$ cat config.mk
export PLATFORM = sky130hd
export DESIGN_NAME = sml_link
export DESIGN_NICKNAME = d
export VERILOG_FILES = /design/src/sml_pkg.sv /design/src/sml_link.sv
export SDC_FILE = /design/constraint.sdc
export NUM_CORES = 1
export LEC_CHECK = 0
export BUFFER_PORTS_ARGS = -buffer_cell sky130_fd_sc_hd__buf_4
export CAP_MARGIN = 40
export CORE_MARGIN = 8
export CORE_UTILIZATION = 40
export CTS_BUF_LIST = sky130_fd_sc_hd__clkbuf_8 sky130_fd_sc_hd__clkbuf_16
export DETAILED_ROUTE_END_ITERATION = 12
export PLACE_DENSITY_LB_ADDON = 0.12
export SKIP_CTS_REPAIR_TIMING = 1
export SYNTH_ARGS = -nofsm -noshare
export SYNTH_HDL_FRONTEND = slang
export SYNTH_SLANG_ARGS = --single-unit
$ cat constraint.sdc
create_clock -name clk_i -period 5.6 [get_ports clk_i]
set_input_delay 0.56 -clock clk_i [delete_from_list [all_inputs] [get_ports clk_i]]
set_output_delay 0.56 -clock clk_i [all_outputs]
set_load 0.01 [all_outputs]
$ cat src/sml_pkg.sv
// Constants, types and CRC helpers for the supply-line programming link
package sml_pkg;
   localparam int CLK_HZ            = 25_000_000;
   localparam int UNLOCK_TIMEOUT_MS = 8;
   localparam int UNLOCK_TIMEOUT_CYC = CLK_HZ / 1000 * UNLOCK_TIMEOUT_MS;
   localparam int READ_DELAY_US     = 50;
   localparam int READ_DELAY_CYC    = CLK_HZ / 1_000_000 * READ_DELAY_US;
   localparam int STROBE_MIN_US     = 100;
   localparam int STROBE_MIN_CYC    = CLK_HZ / 1_000_000 * STROBE_MIN_US;
   localparam int BIT_RATE_MIN_BPS  = 32_000;
   localparam int BIT_RATE_MAX_BPS  = 80_000;
   localparam int BIT_CYC_LONG      = CLK_HZ / BIT_RATE_MIN_BPS;
   localparam int BIT_CYC_SHORT     = CLK_HZ / BIT_RATE_MAX_BPS;
   localparam int BIT_TOL_PCT       = 11;
   localparam int CNT_W             = 12;
   localparam logic [CNT_W-1:0] TBIT_MIN =
      CNT_W'(BIT_CYC_SHORT * (100 - BIT_TOL_PCT) / 100);
   localparam logic [CNT_W-1:0] TBIT_MAX =
      CNT_W'(BIT_CYC_LONG * (100 + BIT_TOL_PCT) / 100);
   localparam logic [CNT_W-1:0] SYNC_LIMIT = CNT_W'(2 * TBIT_MAX);
   localparam logic [CNT_W-1:0] RD_DLY = CNT_W'(READ_DELAY_CYC);

   localparam int TYPE_W   = 2;
   localparam int ADDR_W   = 6;
   localparam int DATA_W   = 30;
   localparam int CRC_W    = 3;
   localparam int SYNC_N   = 2;
   localparam int RD_BITS  = TYPE_W + ADDR_W + CRC_W;
   localparam int WR_BITS  = TYPE_W + ADDR_W + DATA_W + CRC_W;
   localparam int TX_BITS  = SYNC_N + DATA_W + CRC_W;
   localparam int NB_W     = 6;
   localparam logic [NB_W-1:0] RD_NB = NB_W'(RD_BITS);
   localparam logic [NB_W-1:0] WR_NB = NB_W'(WR_BITS);
   localparam logic [NB_W-1:0] TX_LAST = NB_W'(TX_BITS - 1);
   localparam logic [CRC_W-1:0] CRC_INIT = 3'h7;
   localparam logic [ADDR_W-1:0] UNLOCK_ADDR = 6'h24;
   localparam logic [ADDR_W-1:0] NVM_LIMIT = 6'h20;

   typedef enum logic [1:0] {
      CMD_NONE  = 2'b00,
      CMD_WRITE = 2'b01,
      CMD_READ  = 2'b10,
      CMD_SPARE = 2'b11
   } sml_cmd_e;

   typedef enum logic [1:0] {
      RX_IDLE = 2'b00,
      RX_SYNC = 2'b01,
      RX_DATA = 2'b10
   } sml_rx_e;

   typedef enum logic [1:0] {
      TX_IDLE = 2'b00,
      TX_WAIT = 2'b01,
      TX_SEND = 2'b10
   } sml_tx_e;

   typedef struct packed {
      logic [ADDR_W-1:0] addr;
      logic [DATA_W-1:0] wdata;
   } sml_mem_req_s;

   // Polynomial x3+x+1, message fed most significant bit first
   function automatic logic [CRC_W-1:0] sml_crc_step(
      input logic [CRC_W-1:0] crc, input logic din);
      logic fb;
      fb = crc[2] ^ din;
      return {crc[1], crc[0] ^ fb, fb};
   endfunction

   function automatic logic [CRC_W-1:0] sml_crc_word(
      input logic [DATA_W-1:0] d);
      logic [CRC_W-1:0] c;
      c = CRC_INIT;
      for (int i = DATA_W - 1; i >= 0; i--) begin
         c = sml_crc_step(c, d[i]);
      end
      return c;
   endfunction
endpackage

$ cat src/sml_link.sv
// Manchester programming link: supply-line receiver, lock, response sender
// Functional notes
// - Mid-bit rising edge means zero, falling edge means one, both directions.
// - Address and data go most significant bit first and are assembled so.
// - Controller starts every transaction; sensor only answers received commands.
// - Only unlock, write and read are recognised; only read response is sent.
// - Reads get a response frame; unlock and write get no acknowledge.
// - Commands come on supply line; responses go out on output pin only.
// - Access code must be written within the unlock timeout after power-up.
// - Missing the timeout refuses all reads and writes until next power-up.
// - One detected strobe is needed before the cell gate is raised, during the next long strobe.
// - Unlock writes the 30-bit customer code to address 0x24 within 8 ms.
// - Frames end in a 3-bit CRC, init 111; bad CRC commands ignored.
`timescale 1ns/1ps
`default_nettype none
module sml_link
   import sml_pkg::*;
#(
   parameter logic [DATA_W-1:0] ACCESS_CODE = 30'h0,   // Arbitrary value
   parameter int                UNLOCK_CYC  = UNLOCK_TIMEOUT_CYC,
   parameter int                STROBE_CYC  = STROBE_MIN_CYC
)(
   input  wire logic              clk_i,
   input  wire logic              rst_n_i,
   input  wire logic              supply_cmd_i,
   input  wire logic              strobe_i,
   input  wire logic [DATA_W-1:0] mem_rdata_i,
   output var  sml_mem_req_s      mem_req_o,
   output logic                   mem_vwr_o,
   output logic                   mem_rd_o,
   output logic                   nvm_gate_o,
   output logic                   nvm_commit_o,
   output logic                   unlocked_o,
   output logic                   locked_out_o,
   output logic                   sensor_output_pin_o,
   output logic                   sensor_output_pin_oe_o
);
   generate
      if (UNLOCK_CYC < 1 || UNLOCK_CYC >= (1 << 24) ||
          STROBE_CYC < 1 || STROBE_CYC >= (1 << 16)) begin : g_chk
         $error("sml_link: timing parameter out of range");
      end
   endgenerate

   localparam logic [23:0] UNLOCK_LIM = 24'(UNLOCK_CYC);
   localparam logic [15:0] STROBE_LIM = 16'(STROBE_CYC);

   // Receiver state
   sml_rx_e              rx_st_ff, nxt_rx_st;
   logic                 lvl_ff, nxt_lvl;
   logic [CNT_W-1:0]     cnt_ff, nxt_cnt;
   logic [CNT_W-1:0]     tbit_ff, nxt_tbit;
   logic [1:0]           edg_ff, nxt_edg;
   logic [WR_BITS-1:0]   sh_ff, nxt_sh;
   logic [NB_W-1:0]      nb_ff, nxt_nb;
   logic [CRC_W-1:0]     crc_ff, nxt_crc;
   logic                 frame_done;
   logic                 edge_seen;
   logic                 tx_busy;

   always_comb begin
      nxt_rx_st  = rx_st_ff;
      nxt_lvl    = supply_cmd_i;
      nxt_cnt    = (cnt_ff == {CNT_W{1'b1}}) ? cnt_ff : cnt_ff + 1'b1;
      nxt_tbit   = tbit_ff;
      nxt_edg    = edg_ff;
      nxt_sh     = sh_ff;
      nxt_nb     = nb_ff;
      nxt_crc    = crc_ff;
      frame_done = 1'b0;
      edge_seen  = supply_cmd_i ^ lvl_ff;
      case (rx_st_ff)
         RX_IDLE: begin
            // Idle line is high; a frame opens with a falling boundary edge
            if (edge_seen && !supply_cmd_i && !tx_busy) begin
               nxt_rx_st = RX_SYNC;
               nxt_cnt   = '0;
               nxt_edg   = 2'h0;
            end
         end
         RX_SYNC: begin
            if (edge_seen) begin
               nxt_edg = edg_ff + 1'b1;
               if (edg_ff == 2'h0) begin
                  nxt_cnt = '0;
                  if (!supply_cmd_i) begin
                     nxt_rx_st = RX_IDLE;
                  end
               end else if (edg_ff == 2'h2) begin
                  // Two sync zeros: rising to rising is one bit period
                  nxt_tbit  = cnt_ff;
                  nxt_cnt   = '0;
                  nxt_nb    = '0;
                  nxt_crc   = CRC_INIT;
                  nxt_rx_st = RX_DATA;
                  if (!supply_cmd_i || cnt_ff < TBIT_MIN ||
                      cnt_ff > TBIT_MAX) begin
                     nxt_rx_st = RX_IDLE;
                  end
               end
            end else if (cnt_ff > SYNC_LIMIT) begin
               nxt_rx_st = RX_IDLE;
            end
         end
         RX_DATA: begin
            // Boundary edges fall before three quarters of a period
            if (edge_seen && cnt_ff >= tbit_ff - (tbit_ff >> 2)) begin
               nxt_sh  = {sh_ff[WR_BITS-2:0], ~supply_cmd_i};
               nxt_nb  = (nb_ff == {NB_W{1'b1}}) ? nb_ff : nb_ff + 1'b1;
               nxt_crc = sml_crc_step(crc_ff, ~supply_cmd_i);
               nxt_cnt = '0;
            end else if (cnt_ff > tbit_ff + (tbit_ff >> 1)) begin
               frame_done = 1'b1;
               nxt_rx_st  = RX_IDLE;
            end
         end
         default: nxt_rx_st = RX_IDLE;
      endcase
   end

   always_ff @(posedge clk_i or negedge rst_n_i) begin
      if (!rst_n_i) begin
         rx_st_ff <= RX_IDLE;
         lvl_ff   <= 1'b1;
         cnt_ff   <= '0;
         tbit_ff  <= TBIT_MAX;
         edg_ff   <= 2'h0;
         sh_ff    <= '0;
         nb_ff    <= '0;
         crc_ff   <= CRC_INIT;
      end else begin
         rx_st_ff <= nxt_rx_st;
         lvl_ff   <= nxt_lvl;
         cnt_ff   <= nxt_cnt;
         tbit_ff  <= nxt_tbit;
         edg_ff   <= nxt_edg;
         sh_ff    <= nxt_sh;
         nb_ff    <= nxt_nb;
         crc_ff   <= nxt_crc;
      end
   end

   // Command decode, lock and non-volatile commit
   logic [23:0]  lk_cnt_ff, nxt_lk_cnt;
   logic         expired_ff, nxt_expired;
   logic         unl_ff, nxt_unl;
   sml_mem_req_s req_ff, nxt_req;
   logic         vwr_ff, nxt_vwr;
   logic         rd_ff, nxt_rd;
   logic         pend_ff, nxt_pend;
   logic         nstb_ff, nxt_nstb;
   logic [15:0]  stb_cnt_ff, nxt_stb_cnt;
   logic         stb_q_ff, nxt_stb_q;
   logic         gate_ff, nxt_gate;
   logic         commit_ff, nxt_commit;
   logic         crc_ok, wr_ok, rd_ok, long_stb;
   logic [ADDR_W-1:0] w_addr;
   logic [DATA_W-1:0] w_data;

   always_comb begin
      nxt_lk_cnt  = (lk_cnt_ff == UNLOCK_LIM) ? lk_cnt_ff : lk_cnt_ff + 1'b1;
      nxt_expired = expired_ff;
      nxt_unl     = unl_ff;
      nxt_req     = req_ff;
      nxt_vwr     = 1'b0;
      nxt_rd      = 1'b0;
      nxt_pend    = pend_ff;
      nxt_nstb    = nstb_ff;
      nxt_stb_q   = strobe_i;
      nxt_commit  = 1'b0;
      nxt_stb_cnt = !strobe_i ? 16'h0 :
                    (stb_cnt_ff == STROBE_LIM) ? stb_cnt_ff : stb_cnt_ff + 1'b1;
      long_stb    = stb_cnt_ff == STROBE_LIM;
      crc_ok      = crc_ff == 3'h0;
      w_addr      = sh_ff[WR_BITS-TYPE_W-1 -: ADDR_W];
      w_data      = sh_ff[CRC_W +: DATA_W];
      wr_ok = frame_done && crc_ok && nb_ff == WR_NB &&
              sh_ff[WR_BITS-1 -: TYPE_W] == CMD_WRITE;
      rd_ok = frame_done && crc_ok && nb_ff == RD_NB && unl_ff && !tx_busy &&
              sh_ff[RD_BITS-1 -: TYPE_W] == CMD_READ;
      // A strobe counts only once it has stayed high long enough
      // Commit clears first, so a write landing now stays pending
      if (pend_ff && stb_q_ff && !strobe_i && long_stb) begin
         if (!nstb_ff) begin
            nxt_nstb = 1'b1;
         end else begin
            nxt_commit = 1'b1;
            nxt_pend   = 1'b0;
         end
      end
      if (wr_ok && w_addr == UNLOCK_ADDR) begin
         if (w_data == ACCESS_CODE && !expired_ff) begin
            nxt_unl = 1'b1;
         end
      end else if (wr_ok && unl_ff) begin
         nxt_req = '{addr: w_addr, wdata: w_data};
         if (w_addr < NVM_LIMIT) begin
            nxt_pend = 1'b1;
            nxt_nstb = 1'b0;
         end else begin
            nxt_vwr = 1'b1;
         end
      end
      if (rd_ok) begin
         nxt_req.addr = sh_ff[RD_BITS-TYPE_W-1 -: ADDR_W];
         nxt_rd       = 1'b1;
      end
      // Expiry is judged after this cycle's unlock, so the two never overlap
      if (lk_cnt_ff == UNLOCK_LIM && !nxt_unl) begin
         nxt_expired = 1'b1;
      end
      nxt_gate = pend_ff && nstb_ff && strobe_i && long_stb;
   end

   always_ff @(posedge clk_i or negedge rst_n_i) begin
      if (!rst_n_i) begin
         lk_cnt_ff  <= '0;
         expired_ff <= 1'b0;
         unl_ff     <= 1'b0;
         req_ff     <= '0;
         vwr_ff     <= 1'b0;
         rd_ff      <= 1'b0;
         pend_ff    <= 1'b0;
         nstb_ff    <= 1'b0;
         stb_cnt_ff <= '0;
         stb_q_ff   <= 1'b0;
         gate_ff    <= 1'b0;
         commit_ff  <= 1'b0;
      end else begin
         lk_cnt_ff  <= nxt_lk_cnt;
         expired_ff <= nxt_expired;
         unl_ff     <= nxt_unl;
         req_ff     <= nxt_req;
         vwr_ff     <= nxt_vwr;
         rd_ff      <= nxt_rd;
         pend_ff    <= nxt_pend;
         nstb_ff    <= nxt_nstb;
         stb_cnt_ff <= nxt_stb_cnt;
         stb_q_ff   <= nxt_stb_q;
         gate_ff    <= nxt_gate;
         commit_ff  <= nxt_commit;
      end
   end

   // Read response sender, timed from the bit period of the read frame
   sml_tx_e            tx_st_ff, nxt_tx_st;
   logic [CNT_W-1:0]   tcnt_ff, nxt_tcnt;
   logic [TX_BITS-1:0] tsh_ff, nxt_tsh;
   logic [NB_W-1:0]    tidx_ff, nxt_tidx;
   logic               half_ff, nxt_half;
   logic               pin_ff, nxt_pin;
   logic               oe_ff, nxt_oe;

   assign tx_busy = tx_st_ff != TX_IDLE;

   always_comb begin
      nxt_tx_st = tx_st_ff;
      nxt_tcnt  = tcnt_ff + 1'b1;
      nxt_tsh   = tsh_ff;
      nxt_tidx  = tidx_ff;
      nxt_half  = half_ff;
      case (tx_st_ff)
         TX_IDLE: begin
            nxt_tcnt = '0;
            if (rd_ff) begin
               nxt_tx_st = TX_WAIT;
            end
         end
         TX_WAIT: begin
            if (tcnt_ff >= RD_DLY - (tbit_ff >> 2)) begin
               nxt_tsh   = {2'b00, mem_rdata_i,
                            sml_crc_word(mem_rdata_i)};
               nxt_tidx  = '0;
               nxt_half  = 1'b0;
               nxt_tcnt  = '0;
               nxt_tx_st = TX_SEND;
            end
         end
         TX_SEND: begin
            if (tcnt_ff >= (tbit_ff >> 1) - 1'b1) begin
               nxt_tcnt = '0;
               nxt_half = ~half_ff;
               if (half_ff) begin
                  nxt_tsh  = {tsh_ff[TX_BITS-2:0], 1'b0};
                  nxt_tidx = tidx_ff + 1'b1;
                  if (tidx_ff == TX_LAST) begin
                     nxt_tx_st = TX_IDLE;
                  end
               end
            end
         end
         default: nxt_tx_st = TX_IDLE;
      endcase
      // First half carries the bit, so a one ends in a falling mid edge
      nxt_oe  = nxt_tx_st == TX_SEND;
      nxt_pin = !nxt_oe ? 1'b1 :
                (nxt_half ? ~nxt_tsh[TX_BITS-1] : nxt_tsh[TX_BITS-1]);
   end

   always_ff @(posedge clk_i or negedge rst_n_i) begin
      if (!rst_n_i) begin
         tx_st_ff <= TX_IDLE;
         tcnt_ff  <= '0;
         tsh_ff   <= '0;
         tidx_ff  <= '0;
         half_ff  <= 1'b0;
         pin_ff   <= 1'b1;
         oe_ff    <= 1'b0;
      end else begin
         tx_st_ff <= nxt_tx_st;
         tcnt_ff  <= nxt_tcnt;
         tsh_ff   <= nxt_tsh;
         tidx_ff  <= nxt_tidx;
         half_ff  <= nxt_half;
         pin_ff   <= nxt_pin;
         oe_ff    <= nxt_oe;
      end
   end

   assign mem_req_o              = req_ff;
   assign mem_vwr_o              = vwr_ff;
   assign mem_rd_o               = rd_ff;
   assign nvm_gate_o             = gate_ff;
   assign nvm_commit_o           = commit_ff;
   assign unlocked_o             = unl_ff;
   assign locked_out_o           = expired_ff;
   assign sensor_output_pin_o    = pin_ff;
   assign sensor_output_pin_oe_o = oe_ff;
endmodule
`default_nettype wire

==> impl_metrics.xml, run 1 <==
<?xml version="1.0" encoding="UTF-8"?>
<metrics>
  <group name="global_routing">
    <metric name="largest_net_degree_at_the_start_of_global_routing" unit="">121</metric>
    <metric name="grt_usage" unit="">0.150</metric>
    <metric name="global_route_wire_length_before_repair" unit="mm">48.2</metric>
    <metric name="first_global_vias" unit="">9405</metric>
    <metric name="antenna_found_initial" unit="">1</metric>
    <metric name="grt.overflow.total" unit="">0</metric>
  </group>
  <group name="layout">
    <metric name="layout-area-overhead-vs-synth" unit="%">14.8</metric>
    <metric name="nNetsFinal" unit="">1437</metric>
    <metric name="final_layout_size_suffix_gt1_frac" unit="">0.173</metric>
    <metric name="final_design_area_no_fill" unit="µm²">14500</metric>
    <metric name="num_antenna_cells" unit="">0</metric>
    <metric name="finished_layout_cells" unit="">1720</metric>
  </group>
  <group name="clock_tree">
    <metric name="clockRootBuffer" unit="">sky130_fd_sc_hd__clkbuf_16</metric>
    <metric name="number_of_buffers_created_by_cts" unit="">27</metric>
    <metric name="numClockSinks" unit="">222</metric>
    <metric name="cts.reportedPaths.clkPinSlew" unit="ns">0.06</metric>
    <metric name="h-tree-depth" unit="">1</metric>
    <metric name="worst_skew_pair.late_latency" unit="ns">0.53</metric>
    <metric name="cts_buffer_depth" unit="">3</metric>
    <metric name="tritoncts_clock_tree" unit="">built</metric>
  </group>
  <group name="floorplanning">
    <metric name="start_util" unit="">0.403</metric>
    <metric name="die_y" unit="µm">194</metric>
    <metric name="die_w" unit="µm">194</metric>
    <metric name="placeableCoreArea" unit="µm²">31300</metric>
    <metric name="die_area" unit="µm²">37400</metric>
    <metric name="boundaryPins" unit="">78</metric>
    <metric name="num_rows" unit="">65</metric>
  </group>
  <group name="synthesis">
    <metric name="seq_area_frac_synth" unit="">0.442</metric>
    <metric name="async_reset_ff_frac" unit="">1.00</metric>
    <metric name="post-synth-top-count-cell" unit="">sky130_fd_sc_hd__dfrtp_1</metric>
    <metric name="yosysTopAreaCellShare" unit="">0.421</metric>
    <metric name="post_synth_instance_area" unit="µm²">12600</metric>
    <metric name="synth.largest_area_cell" unit="">sky130_fd_sc_hd__dfrtp_1</metric>
    <metric name="edff_count_synth" unit="">0</metric>
    <metric name="yosys-top-cells-count" unit="">sky130_fd_sc_hd__dfrtp_1 (212), sky130_fd_sc_hd__nand2_1 (113), sky130_fd_sc_hd__ha_1 (102)</metric>
    <metric name="synth_fp_nets" unit="">1358</metric>
    <metric name="yosysWarningCount" unit="">0</metric>
    <metric name="synth_seq_cells" unit="">222</metric>
    <metric name="synthDistinctLibCells" unit="">69</metric>
    <metric name="post_synth_inst_count" unit="">1220</metric>
    <metric name="synth_flop_cell" unit="">sky130_fd_sc_hd__dfrtp_1</metric>
    <metric name="syn_area_per_cell" unit="µm²">10.3</metric>
    <metric name="synth.top_cells.by_area" unit="">sky130_fd_sc_hd__dfrtp_1 (42%), sky130_fd_sc_hd__ha_1 (10%), sky130_fd_sc_hd__xnor2_1 (6.9%)</metric>
  </group>
  <group name="power">
    <metric name="power" unit="mW">5.77</metric>
    <metric name="static-leakage-power" unit="nW">6.92</metric>
    <metric name="power_density" unit="nW/µm²">399</metric>
    <metric name="ir_worst_vdd" unit="mV">0.241</metric>
  </group>
  <group name="timing">
    <metric name="rsz_0062_raised_after_global_routing" unit="">false</metric>
    <metric name="minimum_clock_period_after_layout" unit="ns">4.73</metric>
    <metric name="worst_pin_slew" unit="ns">1.00</metric>
    <metric name="max-slew-margin-rel" unit="">0.330</metric>
    <metric name="timing_max_transition_violations_final" unit="">0</metric>
    <metric name="final-setup-viol-count" unit="">0</metric>
    <metric name="fmaxAchievable" unit="MHz">212</metric>
    <metric name="fin_setup_tns" unit="ns">0</metric>
    <metric name="whs" unit="ns">0.0473</metric>
    <metric name="clock_skew" unit="ns">0.0176</metric>
    <metric name="hold_violations" unit="">0</metric>
    <metric name="final_min_period_over_clock_period" unit="">0.844</metric>
  </group>
  <group name="critical_path">
    <metric name="worstPathMaxFanout" unit="">7</metric>
    <metric name="worst_path_max_delay_cell" unit="">sky130_fd_sc_hd__dfrtp_1</metric>
    <metric name="path_common_cell" unit="">sky130_fd_sc_hd__a21oi_1</metric>
    <metric name="timing_worst_setup_path_type" unit="">flip-flop to flip-flop</metric>
    <metric name="critPathCaptureType" unit="">flip-flop</metric>
    <metric name="number_of_buffers_and_inverters_on_the_critical_path" unit="">1</metric>
    <metric name="cells_along_the_critical_path" unit="">inv_1 -&gt; ha_1 -&gt; a21o_1 -&gt; a21oi_1 -&gt; o21bai_1 -&gt; a21oi_1 -&gt; o21ai_0 -&gt; a21o_1 -&gt; a21oi_1 -&gt; xor2_1 -&gt; ha_1 -&gt; nand4_1 -&gt; nor2_1 -&gt; o21ai_0 -&gt; o211ai_1 -&gt; and4b_1 -&gt; nand4_1 -&gt; o221a_2</metric>
    <metric name="worstPathRequired" unit="ns">6.02</metric>
    <metric name="worst_ep_arrival_time" unit="ns">5.15</metric>
    <metric name="critical-path-top-delay-family" unit="">compound AO/OA/AOI/OAI gates</metric>
    <metric name="worst_setup_path_start_kind" unit="">flip-flop</metric>
    <metric name="critical-path-max-stage-delay" unit="ns">0.50</metric>
  </group>
  <group name="routing">
    <metric name="drt_drc_violations_left" unit="">0</metric>
    <metric name="routed_wire_length_per_instance" unit="µm">16.2</metric>
    <metric name="vias_per_cell" unit="">5.24</metric>
    <metric name="ant_nets" unit="">0</metric>
    <metric name="drtIter0Drc" unit="">437</metric>
    <metric name="wirelength_routed" unit="mm">27.9</metric>
    <metric name="detailedRoute.firstPassIterationCount" unit="">4</metric>
    <metric name="routed-via-count" unit="">9009</metric>
  </group>
  <group name="min_path">
    <metric name="holdCritPathClass" unit="">primary input to async pin</metric>
  </group>
  <group name="placed_design">
    <metric name="dp_hpwl" unit="mm">19.9</metric>
    <metric name="placed_area" unit="µm²">13600</metric>
    <metric name="buffer_ports.inserted" unit="">77</metric>
    <metric name="dp_cells" unit="">1672</metric>
    <metric name="routabilityCongestion" unit="">0.784</metric>
  </group>
  <group name="job">
    <metric name="cap_viol_max_count" unit="">0</metric>
  </group>
  <group name="outcome">
    <metric name="outcome" unit="">finished, final reports clean</metric>
  </group>
</metrics>
[path summary, 6_finish.rpt]
path | cells past startpoint | from | slack (ns) | endpoint
hold / removal | 1 | rst_n_i | 0.05 | tcnt_ff[2]
hold reg to reg | 1 | lk_cnt_ff[23] | 0.47 | lk_cnt_ff[23]
setup / recovery | 18 | tbit_ff[2] | 0.87 | mem_req_o[30]
max in group asynchronous | 2 | rst_n_i | 4.31 | tsh_ff[25]
setup reg to reg | 18 | tbit_ff[2] | 0.87 | mem_req_o[30]
min in group clk_i | 1 | supply_cmd_i | 0.18 | lvl_ff
[cells by family (layout without fill, tap and decap cells)]
family,Yosys count,after routing,share of synthesized area
adders and majority gates,104,104,0.104
xor gates and xnor gates,135,135,0.0938
DFF,222,222,0.442
buffers and inverters,89,187,0.0305
and+or+nand+nor,361,361,0.145
muxes,69,69,0.0616
AOI/OAI and AO/OA,240,240,0.123
[per-layer routing]
metal	part of all wire	global-route usage	routed length, µm	vias up
li1	-	-	-	4469
met1	0.49	0.210	13700	4380
met2	0.46	0.246	12800	122
met3	0.031	0.0203	853	38
met4	0.020	0.0334	565	0
met5	0	0	0	-
[placed cells by master (no fill, tap or decap), types with 10 or more instances in the layout]
master	n
sky130_fd_sc_hd__a21o_1	15
sky130_fd_sc_hd__a21oi_1	43
sky130_fd_sc_hd__a22oi_1	33
sky130_fd_sc_hd__and2_1	20
sky130_fd_sc_hd__and3_1	29
sky130_fd_sc_hd__buf_4	86
sky130_fd_sc_hd__clkbuf_16	27
sky130_fd_sc_hd__dfrtp_1	212
sky130_fd_sc_hd__dfstp_2	10
sky130_fd_sc_hd__ha_1	102
sky130_fd_sc_hd__inv_1	58
sky130_fd_sc_hd__mux2_2	69
sky130_fd_sc_hd__nand2_1	113
sky130_fd_sc_hd__nand2b_1	16
sky130_fd_sc_hd__nand3_1	36
sky130_fd_sc_hd__nand4_1	20
sky130_fd_sc_hd__nor2_1	57
sky130_fd_sc_hd__nor2b_1	11
sky130_fd_sc_hd__nor3_1	14
sky130_fd_sc_hd__nor4_1	11
sky130_fd_sc_hd__o21ai_0	80
sky130_fd_sc_hd__xnor2_1	99
sky130_fd_sc_hd__xor2_1	36
[worst register-to-register path: cells and delay by family (launching register included)]
kind	cells	cell delay [ns]
adder cells (fa/ha/maj)	2	0.69
buffers and inverters	1	0.17
AO/OA/AOI/OAI	10	2.13
AND/OR/NAND/NOR	4	1.01
XOR/XNOR	1	0.10
flip-flops	1	0.50
[final cells by class]
class,instances,area (µm²)
Clock buffer,28,689
Clock inverter,20,181
Fill cell,2973,16800
Inverter,51,191
Multi-Input combinational cell,909,6660
Sequential cell,222,5570
Tap cell,402,503
Timing Repair Buffer,88,676
[registers in the layout, summed over array words and instances, names as in the netlist, 2 cells and up]
signal      flops
lk_cnt_ff      24
mem_req_o      36
tsh_ff         35
cnt_ff         12
sh_ff          41
nb_ff           6
tbit_ff        12
tcnt_ff        12
stb_cnt_ff     16
rx_st_ff        2
edg_ff          2
tx_st_ff        2
tidx_ff         6
crc_ff          3
[through the flow]
stage,utilization,worst slack (ns)
2_1_floorplan,-,1.39
3_3_place_gp,0.434,0.985
3_5_place_dp,0.434,0.859
4_1_cts,0.462,0.826
5_1_grt,0.462,0.484
6_report,0.462,0.874
[report_power, final]
part / internal (mW) / switching, mW
Combinational: 0.973 / 1.17
Clock: 1.02 / 0.685
Sequential: 1.73 / 0.188
Total: 3.73 / 2.04
(Power assumes the default switching activity.)
==> run 2, diff against run 1 <==
- ABC_AREA: not set -> 1
- clock period: 5.6 -> 4.12 ns (I/O delays scaled with it)
==> run 2 against run 1 <==
The flow now finishes with violations (negative setup slack). Clock skew shrank 0.0020 ns. Flip-flop and latch count is the same. Maximum frequency grew 9.0%. Worst hold slack gained 0.049 ns. Non-clock buffer count grew 65. Register-to-register slack lost 1.1 ns. Critical endpoint is now mem_req_o[35]. Largest cell class unchanged.
==> impl_metrics.xml, run 2 <==
<?xml version="1.0" encoding="UTF-8"?>
<metrics>
  <group name="synthesis">
    <metric name="synth.largest_area_cell" unit="">sky130_fd_sc_hd__dfrtp_1</metric>
    <metric name="synth_area_in_adders" unit="">0.0982</metric>
    <metric name="synth.top_cells.by_area" unit="">sky130_fd_sc_hd__dfrtp_1 (40%), sky130_fd_sc_hd__nand2_1 (11%), sky130_fd_sc_hd__ha_1 (9.5%)</metric>
    <metric name="yosys-top-cells-count" unit="">sky130_fd_sc_hd__nand2_1 (390), sky130_fd_sc_hd__inv_1 (236), sky130_fd_sc_hd__dfrtp_1 (212)</metric>
    <metric name="async_reset_ff_frac" unit="">1.00</metric>
    <metric name="yosys.area_share.simple" unit="">0.242</metric>
    <metric name="post-synth-top-count-cell" unit="">sky130_fd_sc_hd__nand2_1</metric>
    <metric name="synthMuxAreaShare" unit="">0</metric>
    <metric name="synthDistinctLibCells" unit="">51</metric>
    <metric name="edff_count_synth" unit="">0</metric>
    <metric name="seq_area_frac_synth" unit="">0.416</metric>
    <metric name="yosysWarningCount" unit="">0</metric>
    <metric name="syn_area_per_cell" unit="µm²">7.95</metric>
    <metric name="synth_fp_nets" unit="">1823</metric>
    <metric name="synth_seq_cells" unit="">222</metric>
    <metric name="post_synth_instance_area" unit="µm²">13400</metric>
    <metric name="synth_compound_area_frac" unit="">0.121</metric>
    <metric name="post_synth_inst_count" unit="">1685</metric>
    <metric name="yosysTopAreaCellShare" unit="">0.396</metric>
    <metric name="synth_flop_cell" unit="">sky130_fd_sc_hd__dfrtp_1</metric>
    <metric name="synth_top_family_by_area" unit="">simple AND/OR/NAND/NOR gates</metric>
    <metric name="synth_xor_area_frac" unit="">0.0445</metric>
  </group>
  <group name="timing">
    <metric name="worst_slack" unit="ns">-0.215</metric>
    <metric name="rsz_0062_raised_after_global_routing" unit="">true</metric>
    <metric name="timing_max_transition_violations_final" unit="">0</metric>
    <metric name="minimum_clock_period_after_layout" unit="ns">4.34</metric>
    <metric name="fmaxAchievable" unit="MHz">231</metric>
    <metric name="final-setup-viol-count" unit="">39</metric>
    <metric name="worst_pin_slew" unit="ns">0.826</metric>
    <metric name="clock_skew" unit="ns">0.0156</metric>
    <metric name="whs" unit="ns">0.0965</metric>
    <metric name="final_min_period_over_clock_period" unit="">1.05</metric>
    <metric name="hold_violations" unit="">0</metric>
    <metric name="max-slew-margin-rel" unit="">0.449</metric>
  </group>
  <group name="critical_path">
    <metric name="worst_setup_slack_for_register_to_register_paths" unit="ns">-0.22</metric>
    <metric name="worst_path_max_delay_cell" unit="">sky130_fd_sc_hd__dfstp_2</metric>
    <metric name="critPathCaptureType" unit="">flip-flop</metric>
    <metric name="timing_worst_setup_path_type" unit="">flip-flop to flip-flop</metric>
    <metric name="worstPathMaxFanout" unit="">4</metric>
    <metric name="worst_setup_path_start_kind" unit="">flip-flop</metric>
    <metric name="critical-path-max-stage-delay" unit="ns">0.56</metric>
    <metric name="worst_ep_arrival_time" unit="ns">4.76</metric>
    <metric name="r2r.worst_path.cells" unit="">30</metric>
    <metric name="worstPathRequired" unit="ns">4.55</metric>
    <metric name="path_common_cell" unit="">sky130_fd_sc_hd__a21oi_2</metric>
  </group>
  <group name="outcome">
    <metric name="outcome" unit="">complete, but fails checks</metric>
    <metric name="failed_checks" unit="">negative setup slack</metric>
  </group>
  <group name="placed_design">
    <metric name="buffer_ports.inserted" unit="">77</metric>
    <metric name="routabilityCongestion" unit="">0.807</metric>
    <metric name="dp_hpwl" unit="mm">23.5</metric>
    <metric name="placed_area" unit="µm²">15000</metric>
    <metric name="placement.setup.worst_slack" unit="ns">-0.428</metric>
  </group>
  <group name="routing">
    <metric name="detailedRoute.firstPassIterationCount" unit="">4</metric>
    <metric name="wirelength_routed" unit="mm">31.9</metric>
    <metric name="vias_per_cell" unit="">4.92</metric>
    <metric name="routed_wire_length_per_instance" unit="µm">13.9</metric>
    <metric name="drt_drc_violations_left" unit="">0</metric>
    <metric name="ant_nets" unit="">0</metric>
    <metric name="drtIter0Drc" unit="">640</metric>
    <metric name="routed-via-count" unit="">11340</metric>
  </group>
  <group name="layout">
    <metric name="largest_register_ffs" unit="">41</metric>
    <metric name="final_common_cell" unit="">sky130_fd_sc_hd__nand2_1</metric>
    <metric name="nFillCells" unit="">3216</metric>
    <metric name="register_ranked_first_by_flip_flop_count" unit="">sh_ff</metric>
    <metric name="final_design_area_no_fill" unit="µm²">16600</metric>
    <metric name="nNetsFinal" unit="">1972</metric>
    <metric name="num_antenna_cells" unit="">0</metric>
    <metric name="highest_count_cells_in_the_layout_ignoring_fill_and_taps" unit="">sky130_fd_sc_hd__nand2_1 (365), sky130_fd_sc_hd__inv_1 (232), sky130_fd_sc_hd__dfrtp_1 (211)</metric>
    <metric name="layout-area-overhead-vs-synth" unit="%">23.7</metric>
    <metric name="layout.core_utilization" unit="">0.498</metric>
    <metric name="final_layout_size_suffix_gt1_frac" unit="">0.197</metric>
  </group>
  <group name="floorplanning">
    <metric name="die_area" unit="µm²">39600</metric>
    <metric name="die_w" unit="µm">199</metric>
    <metric name="start_util" unit="">0.403</metric>
    <metric name="boundaryPins" unit="">78</metric>
    <metric name="num_rows" unit="">67</metric>
    <metric name="placeableCoreArea" unit="µm²">33300</metric>
    <metric name="die_y" unit="µm">199</metric>
  </group>
  <group name="clock_tree">
    <metric name="clockRootBuffer" unit="">sky130_fd_sc_hd__clkbuf_16</metric>
    <metric name="number_of_buffers_created_by_cts" unit="">27</metric>
    <metric name="worst_skew_pair.late_latency" unit="ns">0.55</metric>
    <metric name="cts_buffer_depth" unit="">3</metric>
    <metric name="cts.reportedPaths.clkPinSlew" unit="ns">0.06</metric>
    <metric name="numClockSinks" unit="">222</metric>
    <metric name="tritoncts_clock_tree" unit="">built</metric>
    <metric name="h-tree-depth" unit="">1</metric>
  </group>
  <group name="global_routing">
    <metric name="first_global_vias" unit="">11161</metric>
    <metric name="antenna_found_initial" unit="">0</metric>
    <metric name="grt_usage" unit="">0.162</metric>
    <metric name="grt.overflow.total" unit="">0</metric>
    <metric name="largest_net_degree_at_the_start_of_global_routing" unit="">100</metric>
    <metric name="global_route_wire_length_before_repair" unit="mm">54.1</metric>
  </group>
  <group name="power">
    <metric name="power" unit="mW">8.24</metric>
    <metric name="static-leakage-power" unit="nW">8.32</metric>
    <metric name="power_density" unit="nW/µm²">497</metric>
    <metric name="ir_worst_vdd" unit="mV">0.284</metric>
  </group>
  <group name="job">
    <metric name="cap_viol_max_count" unit="">0</metric>
  </group>
  <group name="min_path">
    <metric name="holdCritPathClass" unit="">primary input to flip-flop</metric>
    <metric name="hold_path_depth" unit="">1</metric>
  </group>
</metrics>
## run 2: cell count changes in the layout (fill, tap and decap cells not counted), sizes merged, moves of 30 or more
cell / before / now
nand2: 113 / 441
xnor2: 99 / 12
mux2: 69 / 0
inv: 59 / 253
a22oi: 33 / 3
nor2: 58 / 92
nand3: 37 / 120
buf: 88 / 148
## run 2: area by class of cell
| cell class | instances | area, µm² | share of cell area |
|---|---|---|---|
| multi-input cells | 1181 | 7180 | 0.433 |
| well taps | 448 | 561 | 0.0338 |
| flip-flops and latches | 222 | 5570 | 0.336 |
| repair buffers | 153 | 1360 | 0.0820 |
| clock buffers | 34 | 772 | 0.0466 |
| inverters | 249 | 940 | 0.0567 |
| clock inverters | 16 | 196 | 0.0118 |
## run 2: where the power goes
group          internal [mW]  leakage, nW  total [mW]  switching [mW]
logic                   1.13         5.14        2.94            1.81
registers               2.49         2.69        2.75           0.263
clock network           1.58        0.494        2.54           0.963
total                   5.19         8.32        8.24            3.04
## run 2: layer usage
metal | vias to the layer above | global-route usage | routed length, µm
met5 | - | 0 | 0
met4 | 0 | 0.0318 | 601
met3 | 45 | 0.0257 | 1120
met2 | 150 | 0.265 | 14600
met1 | 5331 | 0.225 | 15600
li1 | 5814 | - | -
## run 2: logic make-up after synthesis
family / after synthesis
and+or+nand+nor: 734
AOI/OAI and AO/OA: 275
DFF: 222
xor gates and xnor gates: 68
buffers and inverters: 282
adders and majority gates: 104
## run 2: final timing paths
kind | startpoint | end
min in group asynchronous | rst_n_i | tbit_ff[0]
min | strobe_i | stb_q_ff
max | tbit_ff[1] | mem_req_o[35]
max in group asynchronous | rst_n_i | sensor_output_pin_o
max reg2reg | tbit_ff[1] | mem_req_o[35]
min reg2reg | sh_ff[1] | sh_ff[1]
## run 2: critical path: cells and delay by family, from the launching register on
family	cells	cell delay, ns
and+or+nand+nor	11	0.93
buffers and inverters	6	0.54
adders and majority gates	2	0.56
AOI/OAI and AO/OA	10	1.57
xor gates and xnor gates	1	0.08
DFF	1	0.56
## run 2: per-stage QoR
stage | cells | setup TNS [ns]
CTS | 2287 | -14.90
finish | 2303 | -3.82
global route | 2303 | -18.67
floorplan | 1685 | -0.0260
detailed placement | 2237 | -13.36
global placement | 2237 | -8.00
